`src/core/lpi_pkg.sv`:
```
// constants and types for the power-up and reset sequencing logic
package lpi_pkg;

	// ---------------------------------------------------------------
	// clock and timing
	// ---------------------------------------------------------------
	localparam int REF_PERIOD_NS = 100;
	localparam int T_INIT5_NS = 10000;
	localparam int T_ZQINIT_NS = 1000;
	// longest time rounds down
	localparam int AUTOINIT_CYC = T_INIT5_NS / REF_PERIOD_NS;
	// least time rounds up
	localparam int ZQINIT_CYC = (T_ZQINIT_NS + REF_PERIOD_NS - 1) / REF_PERIOD_NS;

	// ---------------------------------------------------------------
	// link command encoding
	// ---------------------------------------------------------------
	localparam logic [2:0] CMD_NOP = 3'h0;
	localparam logic [2:0] CMD_MRW = 3'h1;
	localparam logic [2:0] CMD_MRR = 3'h2;
	localparam logic [2:0] CMD_PREA = 3'h3;
	localparam logic [2:0] CMD_PDE = 3'h4;

	// ---------------------------------------------------------------
	// mode register addresses and layout
	// ---------------------------------------------------------------
	localparam logic [7:0] MA_INFO = 8'h00;
	localparam logic [7:0] MA_FEAT1 = 8'h01;
	localparam logic [7:0] MA_FEAT2 = 8'h02;
	localparam logic [7:0] MA_IOCFG = 8'h03;
	localparam logic [7:0] MA_ZQCAL = 8'h0A;
	localparam logic [7:0] MA_RESET = 8'h3F;
	localparam int INFO_BUSY_BIT = 0;
	localparam int INFO_RZQ_LSB = 3;
	localparam logic [7:0] FEAT1_DEFAULT = 8'h00;
	localparam logic [7:0] FEAT2_DEFAULT = 8'h00;
	localparam logic [7:0] IOCFG_DEFAULT = 8'h00;
	localparam logic [1:0] RZQ_RESET = 2'h0;

	// ---------------------------------------------------------------
	// apb register map
	// ---------------------------------------------------------------
	localparam logic [7:0] REG_CTRL = 8'h00;
	localparam logic [7:0] REG_STATUS = 8'h04;
	localparam logic [7:0] REG_FEAT1 = 8'h08;
	localparam logic [7:0] REG_FEAT2 = 8'h0C;
	localparam logic [7:0] REG_IOCFG = 8'h10;
	localparam logic [7:0] REG_RESETS = 8'h14;
	localparam logic [2:0] CTRL_RESET = 3'h0;

	// ---------------------------------------------------------------
	// sequencer states
	// ---------------------------------------------------------------
	typedef enum logic [2:0] {
		S_POWER = 3'b000,
		S_NOPWAIT = 3'b001,
		S_AUTOINIT = 3'b011,
		S_IDLE = 3'b010,
		S_ZQCAL = 3'b110
	} lpi_state_t;

	typedef struct packed {
		lpi_state_t state;
		logic idle;
		logic [7:0] cnt;
		logic clkPrev;
		logic busy;
		logic [1:0] rzq;
		logic [7:0] feat1;
		logic [7:0] feat2;
		logic [7:0] iocfg;
		logic zqSupport;
		logic [1:0] zqResult;
		logic [7:0] resets;
		logic [7:0] rdData;
		logic rdValid;
		logic dqOeN;
		logic [31:0] prdata;
		logic pready;
		logic pslverr;
	} lpi_regs_t;

endpackage

```
`src/core/lpi_init_seq.sv`:
```
// memory-side power-up, auto-initialisation and calibration sequencer
//
// Added by the designer: register access over APB and the register addresses.
`timescale 1ns/1ns
//Function
// - outputs high impedance while CKE low
// - auto-init finishes within 10 us
// - idle, banks precharged after auto-init
// - ZQ command ignored when unsupported
// - calibration result reported in info register
// - auto-init loads default register values
// - reset outside power-up restarts sequence
// - info bit 0 is busy flag
module lpi_init_seq #(
	parameter int AUTO_CYC = lpi_pkg::AUTOINIT_CYC,
	parameter int ZQ_CYC = lpi_pkg::ZQINIT_CYC
) (
	input wire logic ref_clk,
	input wire logic rstn,
	input wire logic memClk,
	input wire logic cke,
	input wire logic csN,
	input wire logic [2:0] cmdCode,
	input wire logic [7:0] cmdAddr,
	input wire logic [7:0] cmdData,
	output logic [7:0] rdData,
	output logic rdValid,
	output logic dqOeN,
	output logic memIdle,
	input wire logic psel,
	input wire logic penable,
	input wire logic pwrite,
	input wire logic [7:0] paddr,
	input wire logic [31:0] pwdata,
	output logic [31:0] prdata,
	output logic pready,
	output logic pslverr
);
	import lpi_pkg::*;

	localparam logic [7:0] AUTO_LAST = 8'(AUTO_CYC - 1);
	localparam logic [7:0] ZQ_LAST = 8'(ZQ_CYC - 1);

	lpi_regs_t r;
	lpi_regs_t next_r;
	logic [21:0] pinSync;
	logic sClk;
	logic sCke;
	logic sCsN;
	logic [2:0] sCmd;
	logic [7:0] sAddr;
	logic [7:0] sData;
	logic clkRise;
	logic cmdValid;
	logic isMrw;
	logic isMrr;

	// ---------------------------------------------------------------
	// pin synchronisation
	// ---------------------------------------------------------------
	lpi_sync #(
		.WIDTH(22)
	) u_sync (
		.ref_clk(ref_clk),
		.rstn(rstn),
		.async({memClk, cke, csN, cmdCode, cmdAddr, cmdData}),
		.synced(pinSync)
	);

	assign {sClk, sCke, sCsN, sCmd, sAddr, sData} = pinSync;
	// commands are taken on the rising link clock edge with CKE high
	assign clkRise = sClk && !r.clkPrev;
	assign cmdValid = clkRise && sCke && !sCsN;
	assign isMrw = cmdValid && (sCmd == CMD_MRW);
	assign isMrr = cmdValid && (sCmd == CMD_MRR);

	// ---------------------------------------------------------------
	// next state
	// ---------------------------------------------------------------
	always_comb begin
		next_r = r;
		next_r.clkPrev = sClk;
		next_r.rdValid = 1'b0;
		next_r.dqOeN = 1'b1;
		next_r.pready = 1'b0;
		next_r.pslverr = 1'b0;

		// sequencer
		unique case (r.state)
			S_POWER: begin
				if (sCke) begin
					next_r.state = S_NOPWAIT;
				end
			end
			S_NOPWAIT: begin
			end
			S_AUTOINIT: begin
				if (r.cnt == AUTO_LAST) begin
					next_r.busy = 1'b0;
					next_r.state = S_IDLE;
				end else begin
					next_r.cnt = r.cnt + 8'h01;
				end
			end
			S_IDLE: begin
				if (isMrw && sAddr == MA_ZQCAL && r.zqSupport) begin
					next_r.state = S_ZQCAL;
					next_r.cnt = 8'h00;
				end
			end
			S_ZQCAL: begin
				if (r.cnt == ZQ_LAST) begin
					next_r.rzq = r.zqResult;
					next_r.state = S_IDLE;
				end else begin
					next_r.cnt = r.cnt + 8'h01;
				end
			end
			default: begin
				next_r.state = S_POWER;
			end
		endcase

		// mode register writes
		if (isMrw && r.state != S_POWER) begin
			if (sAddr == MA_RESET) begin
				// reset restarts auto-init from any state except S_POWER
				next_r.state = S_AUTOINIT;
				next_r.cnt = 8'h00;
				next_r.busy = 1'b1;
				next_r.rzq = RZQ_RESET;
				next_r.feat1 = FEAT1_DEFAULT;
				next_r.feat2 = FEAT2_DEFAULT;
				next_r.iocfg = IOCFG_DEFAULT;
				next_r.resets = r.resets + 8'h01;
			end else if (r.state == S_IDLE) begin
				if (sAddr == MA_FEAT1) begin
					next_r.feat1 = sData;
				end else if (sAddr == MA_FEAT2) begin
					next_r.feat2 = sData;
				end else if (sAddr == MA_IOCFG) begin
					next_r.iocfg = sData;
				end
			end
		end

		// mode register reads
		if (isMrr) begin
			next_r.rdValid = 1'b1;
			next_r.dqOeN = 1'b0;
			if (sAddr == MA_INFO) begin
				next_r.rdData = 8'h00;
				next_r.rdData[INFO_BUSY_BIT] = r.busy;
				next_r.rdData[INFO_RZQ_LSB +: 2] = r.rzq;
			end else begin
				next_r.rdData = 8'h00;
			end
		end
		if (!sCke) begin
			next_r.dqOeN = 1'b1;
		end

		// apb slave, answer ready in the access cycle
		if (psel && !penable) begin
			next_r.pready = 1'b1;
			next_r.prdata = 32'h0000_0000;
			unique case (paddr)
				REG_CTRL: next_r.prdata = {29'h0, r.zqResult, r.zqSupport};
				REG_STATUS: next_r.prdata = {24'h0, r.rzq, r.busy, sCke, 1'b0, r.state};
				REG_FEAT1: next_r.prdata = {24'h0, r.feat1};
				REG_FEAT2: next_r.prdata = {24'h0, r.feat2};
				REG_IOCFG: next_r.prdata = {24'h0, r.iocfg};
				REG_RESETS: next_r.prdata = {24'h0, r.resets};
				default: next_r.pslverr = 1'b1;
			endcase
		end
		if (psel && penable && r.pready && pwrite && paddr == REG_CTRL) begin
			next_r.zqSupport = pwdata[0];
			next_r.zqResult = pwdata[2:1];
		end
		if (psel && penable && r.pready) begin
			next_r.pslverr = 1'b0;
		end
		if (psel && penable && r.pready && !r.pslverr) begin
			next_r.prdata = r.prdata;
		end

		// idle flag registered from the next state
		next_r.idle = (next_r.state == S_IDLE);
	end

	// ---------------------------------------------------------------
	// state register
	// ---------------------------------------------------------------
	always_ff @(posedge ref_clk or negedge rstn) begin
		if (!rstn) begin
			r.state <= S_POWER;
			r.idle <= 1'b0;
			r.cnt <= 8'h00;
			r.clkPrev <= 1'b0;
			r.busy <= 1'b1;
			r.rzq <= RZQ_RESET;
			r.feat1 <= FEAT1_DEFAULT;
			r.feat2 <= FEAT2_DEFAULT;
			r.iocfg <= IOCFG_DEFAULT;
			r.zqSupport <= CTRL_RESET[0];
			r.zqResult <= CTRL_RESET[2:1];
			r.resets <= 8'h00;
			r.rdData <= 8'h00;
			r.rdValid <= 1'b0;
			r.dqOeN <= 1'b1;
			r.prdata <= 32'h0000_0000;
			r.pready <= 1'b0;
			r.pslverr <= 1'b0;
		end else begin
			r <= next_r;
		end
	end

	assign rdData = r.rdData;
	assign rdValid = r.rdValid;
	assign dqOeN = r.dqOeN;
	// idle means every bank precharged
	assign memIdle = r.idle;
	assign prdata = r.prdata;
	assign pready = r.pready;
	assign pslverr = r.pslverr;
endmodule

```
`src/core/lpi_sync.sv`:
```
// two-flop synchroniser for a group of link pins
`timescale 1ns/1ns
module lpi_sync #(
	parameter int WIDTH = 1
) (
	input wire logic ref_clk,
	input wire logic rstn,
	input wire logic [WIDTH-1:0] async,
	output logic [WIDTH-1:0] synced
);
	logic [WIDTH-1:0] stage1;

	// ---------------------------------------------------------------
	// one pair of flops per bit
	// ---------------------------------------------------------------
	genvar i;
	generate
		for (i = 0; i < WIDTH; i++) begin : g_bit
			always_ff @(posedge ref_clk or negedge rstn) begin
				if (!rstn) begin
					stage1[i] <= 1'b0;
					synced[i] <= 1'b0;
				end else begin
					stage1[i] <= async[i];
					synced[i] <= stage1[i];
				end
			end
		end
	endgenerate
endmodule

```
`config.mk`:
```
export PLATFORM = sky130hd
export DESIGN_NAME = lpi_init_seq
export DESIGN_NICKNAME = d
export VERILOG_FILES = /design/src/core/lpi_pkg.sv /design/src/core/lpi_init_seq.sv /design/src/core/lpi_sync.sv
export SDC_FILE = /design/constraint.sdc
export NUM_CORES = 1
export LEC_CHECK = 0
export BUFFER_PORTS_ARGS = -buffer_cell sky130_fd_sc_hd__clkbuf_2
export CORE_ASPECT_RATIO = 0.7
export CORE_MARGIN = 10
export CORE_UTILIZATION = 45
export DETAILED_ROUTE_END_ITERATION = 8
export GPL_ROUTABILITY_DRIVEN = 0
export PLACE_DENSITY = 0.71
export SYNTH_ARGS = -nofsm -noshare
export SYNTH_HDL_FRONTEND = slang
export SYNTH_HIERARCHICAL = 1
export SYNTH_SLANG_ARGS = --single-unit
```
`constraint.sdc`:
```
create_clock -name ref_clk -period 5.7 [get_ports ref_clk]
set_clock_uncertainty 0.05 [all_clocks]
set_input_delay 1.14 -clock ref_clk [delete_from_list [all_inputs] [get_ports ref_clk]]
set_output_delay 1.14 -clock ref_clk [all_outputs]
set_load 0.03 [all_outputs]
```
==> metrics <==
Peak Freq=371.8 MHz; setup violators final=0; cts bufs inserted=9; CP Max Fanout=5; Synth top cells by count=108 x dfrtp_1, 40 x buf_4, 33 x nand2_1; main flop type after synthesis=dfrtp_1; peak supply drop=0.0001843 V; Routed Antenna Nets=0; average routed wire per standard cell=16.53 um; Worst-path clk slew=0.07 ns; total global routing track utilization=13.11%; Area Overhead vs Synth=10.39%; ys async rst share=100.0%; core area=0.01036 mm^2; netlist area before placement=~0.0048 mm^2; kind of critical path=input port to flop; DR vias/cell=5.136; Std-Cell Rows=31; DP Area=0.004972 mm^2; Ports=112; worst path bufs/invs=1; Post-CTS Setup Bufs=0; Slew headroom=roughly 44%; Post-Place Worst Slack=2.688 ns; placed cells=roughly 560; Setup crit end=prdata[4]; clock share of power=40.8%; initial antenna violation count=0; count leader, synth=dfrtp_1; Post-synth EDFFs=0; status=finished clean; worst-path cell with the longest stage delay=nor3_1; CTS Hold Bufs=0; root buf cell=clkbuf_16; CP delay by family, top=simple AND/OR/NAND/NOR gates; max-slew violations=0; P_sw=0.0003656 W; combinational share of power=around 5.2%; Die Wd=143.0 um; critical path arrival=2.93 ns; Internal Dissipation=0.001125 W; setup TNS=0 ns; Worst setup EP type=flop; Setup crit start=paddr[5]; max-cap violations=0; Non-Filler Instances=580; Die Span Y=about 110 um; post-route cell area=~0.0053 mm^2; Yosys cell types=55; Post-Syn Area per Cell=11.95 um^2; DRC viols=0; worst skew pair latency=0.36 ns; top cell type's share of synthesized area=around 57%; Worst path depth=6; clk buf depth=2; Ys Warns=6; final period utilization=about 47%; Worst Tran Pin Value=0.8354 ns; Fin. Hold Viols=0; Starting Density=between 40 and 50%; DR vias=2979; layout cells sized above 1=25.22%; Gates resized, CTS repair=0; DP HPWL=7201 um; RSZ-0062 raised after global routing=false; minimum clock period=2.690 ns; area leader, netlist=dfrtp_1; Ant. Diodes=0; sequential fraction of the synthesis area=about 58%; nets@finish=513; reg2reg start=u_sync/synced[19]; static leakage=~2.6 nW; Seq cells post-synth=110; Pwr per Cell Area=about 280 mW/mm^2; router iterations before antenna repair=4; first-pass GRT wire length=15910 um; R2R depth=5; Area contributors post-synth=dfrtp_1 57%, mux2_2 7.6%, buf_4 6.3%; Hold WC Path Type=flop to flop; Seq pwr share=a little over half; CTS H-tree lvls=3; Required @ worst endpoint=5.94 ns; reg2reg setup slack=between 3 and 4 ns; I/O Buffers=53; die area=between 0.015 and 0.02 mm^2; Final WS setup=3.010 ns; final wirelength=about 9600 um; clk sinks=110; Cells after Synth=399; number of global-route vias before repair=3012; CTS tree=yes; crit-path most repeated cell=nor3_1; largest net degree at the start of global routing=~70; Sw Share=approximately 25%; Initial DRC Count=136; Reg-to-Reg End=r[62]; Critical Path Max Stage Delay=0.58 ns; crit path cell chain=clkbuf_2, nor3_1, nand2_1, nor3_1, a221o_1, a22o_1; Tot Pwr=0.001491 W; grt ovf=0; FILL cells=925; Startpoint Class=input port
==> registers in the layout (all words and copies together), names as in the netlist <==
signal         count
u_sync/stage1     22
u_sync/synced     22
memIdle            1
dqOeN              1
rdData             3
pready             1
pslverr            1
prdata             8
r                 50
rdValid            1
==> power by group through the flow <==
| stage | Combinational [W] | Sequential (W) | Clock, W |
|---|---|---|---|
| 2_1_floorplan | 0.0000573 | 0.000819 | 0 |
| 3_3_place_gp | 0.0000767 | 0.000819 | 0 |
| 3_5_place_dp | 0.0000786 | 0.000820 | 0 |
| 4_1_cts | 0.0000787 | 0.000804 | 0.000625 |
| 5_1_grt | 0.0000873 | 0.000806 | 0.000650 |
| 6_report | 0.0000781 | 0.000804 | 0.000609 |
==> area by class of cell <==
type                            instances  area [um^2]  area share, %
Tap cell                              132        165.2          3.138
Multi-Input combinational cell        261         1750          33.25
Clock buffer                           10        229.0          4.350
Timing Repair Buffer                   54        275.3          5.229
Sequential cell                       110         2755          52.34
Inverter                                7        26.28         0.4992
Clock inverter                          6        62.56          1.188
==> layer usage <==
| metal | track usage, % | vias to the layer above | wire (um) |
|---|---|---|---|
| met3 | 4.891 | 10 | 909 |
| li1 | - | 1431 | - |
| met2 | 17.50 | 104 | 3824 |
| met4 | 3.671 | 0 | 131 |
| met1 | 19.24 | 1434 | 4720 |
| met5 | 0 | - | 0 |
==> worst register-to-register path, cell delays in order (launching register included) <==
cell	delay, ns
dfrtp_1	0.38
nor4b_1	0.45
nand2_1	0.23
nor3_4	0.67
o21ai_2	0.32
mux2_2	0.35
==> logic make-up (layout without fill, tap and decap cells) <==
kind of cell	after synthesis	after routing	share of synthesized area [%]
buffers and inverters	56	77	7.715
flip-flops	110	110	57.78
multiplexers	40	40	9.761
other	1	29	0.07864
adder cells (fa/ha/maj)	3	3	0.7873
AND/OR/NAND/NOR	128	128	14.67
XOR/XNOR	7	7	1.286
AO/OA/AOI/OAI	54	54	7.924
==> metrics by stage <==
stage / hold slack, ns / utilization, %
floorplan: 0.2812 / -
global placement: 0.2847 / 48.01
detailed placement: 0.2847 / 48.01
CTS: 0.2960 / 50.83
global route: 0.3072 / 50.83
finish: 0.2955 / 50.83
==> layout by cell type (no fill, tap or decap), types with 3 or more instances in the layout <==
cell type / n
dfrtp_1: 108
clkbuf_2: 52
nand2_1: 33
mux2_2: 32
conb_1: 29
nor2_1: 17
nor3_1: 15
and2_1: 12
a21oi_1: 11
nand3_1: 10
clkbuf_16: 9
o21ai_0: 8
inv_1: 7
mux2i_1: 6
a22oi_1: 6
nand4_1: 5
nand3b_1: 5
a221o_1: 5
a22o_1: 5
nand2b_1: 4
xnor2_1: 4
inv_6: 4
and3b_1: 3
and4_1: 3
or3_1: 3
o21ai_1: 3
nor2b_1: 3
xor2_1: 3
ha_1: 3
==> worst min path at each step <==
stage                      startpoint           endpoint  slack (ns)  cells past startpoint
floorplan            u_sync/stage1[0]   u_sync/synced[0]        0.28                      0
global placement    u_sync/stage1[21]  u_sync/synced[21]        0.28                      0
detailed placement  u_sync/stage1[21]  u_sync/synced[21]        0.28                      0
CTS                 u_sync/stage1[21]  u_sync/synced[21]        0.30                      0
global route        u_sync/stage1[12]  u_sync/synced[12]        0.31                      0
finish              u_sync/stage1[21]  u_sync/synced[21]        0.30                      0
(Power assumes the default switching activity.)
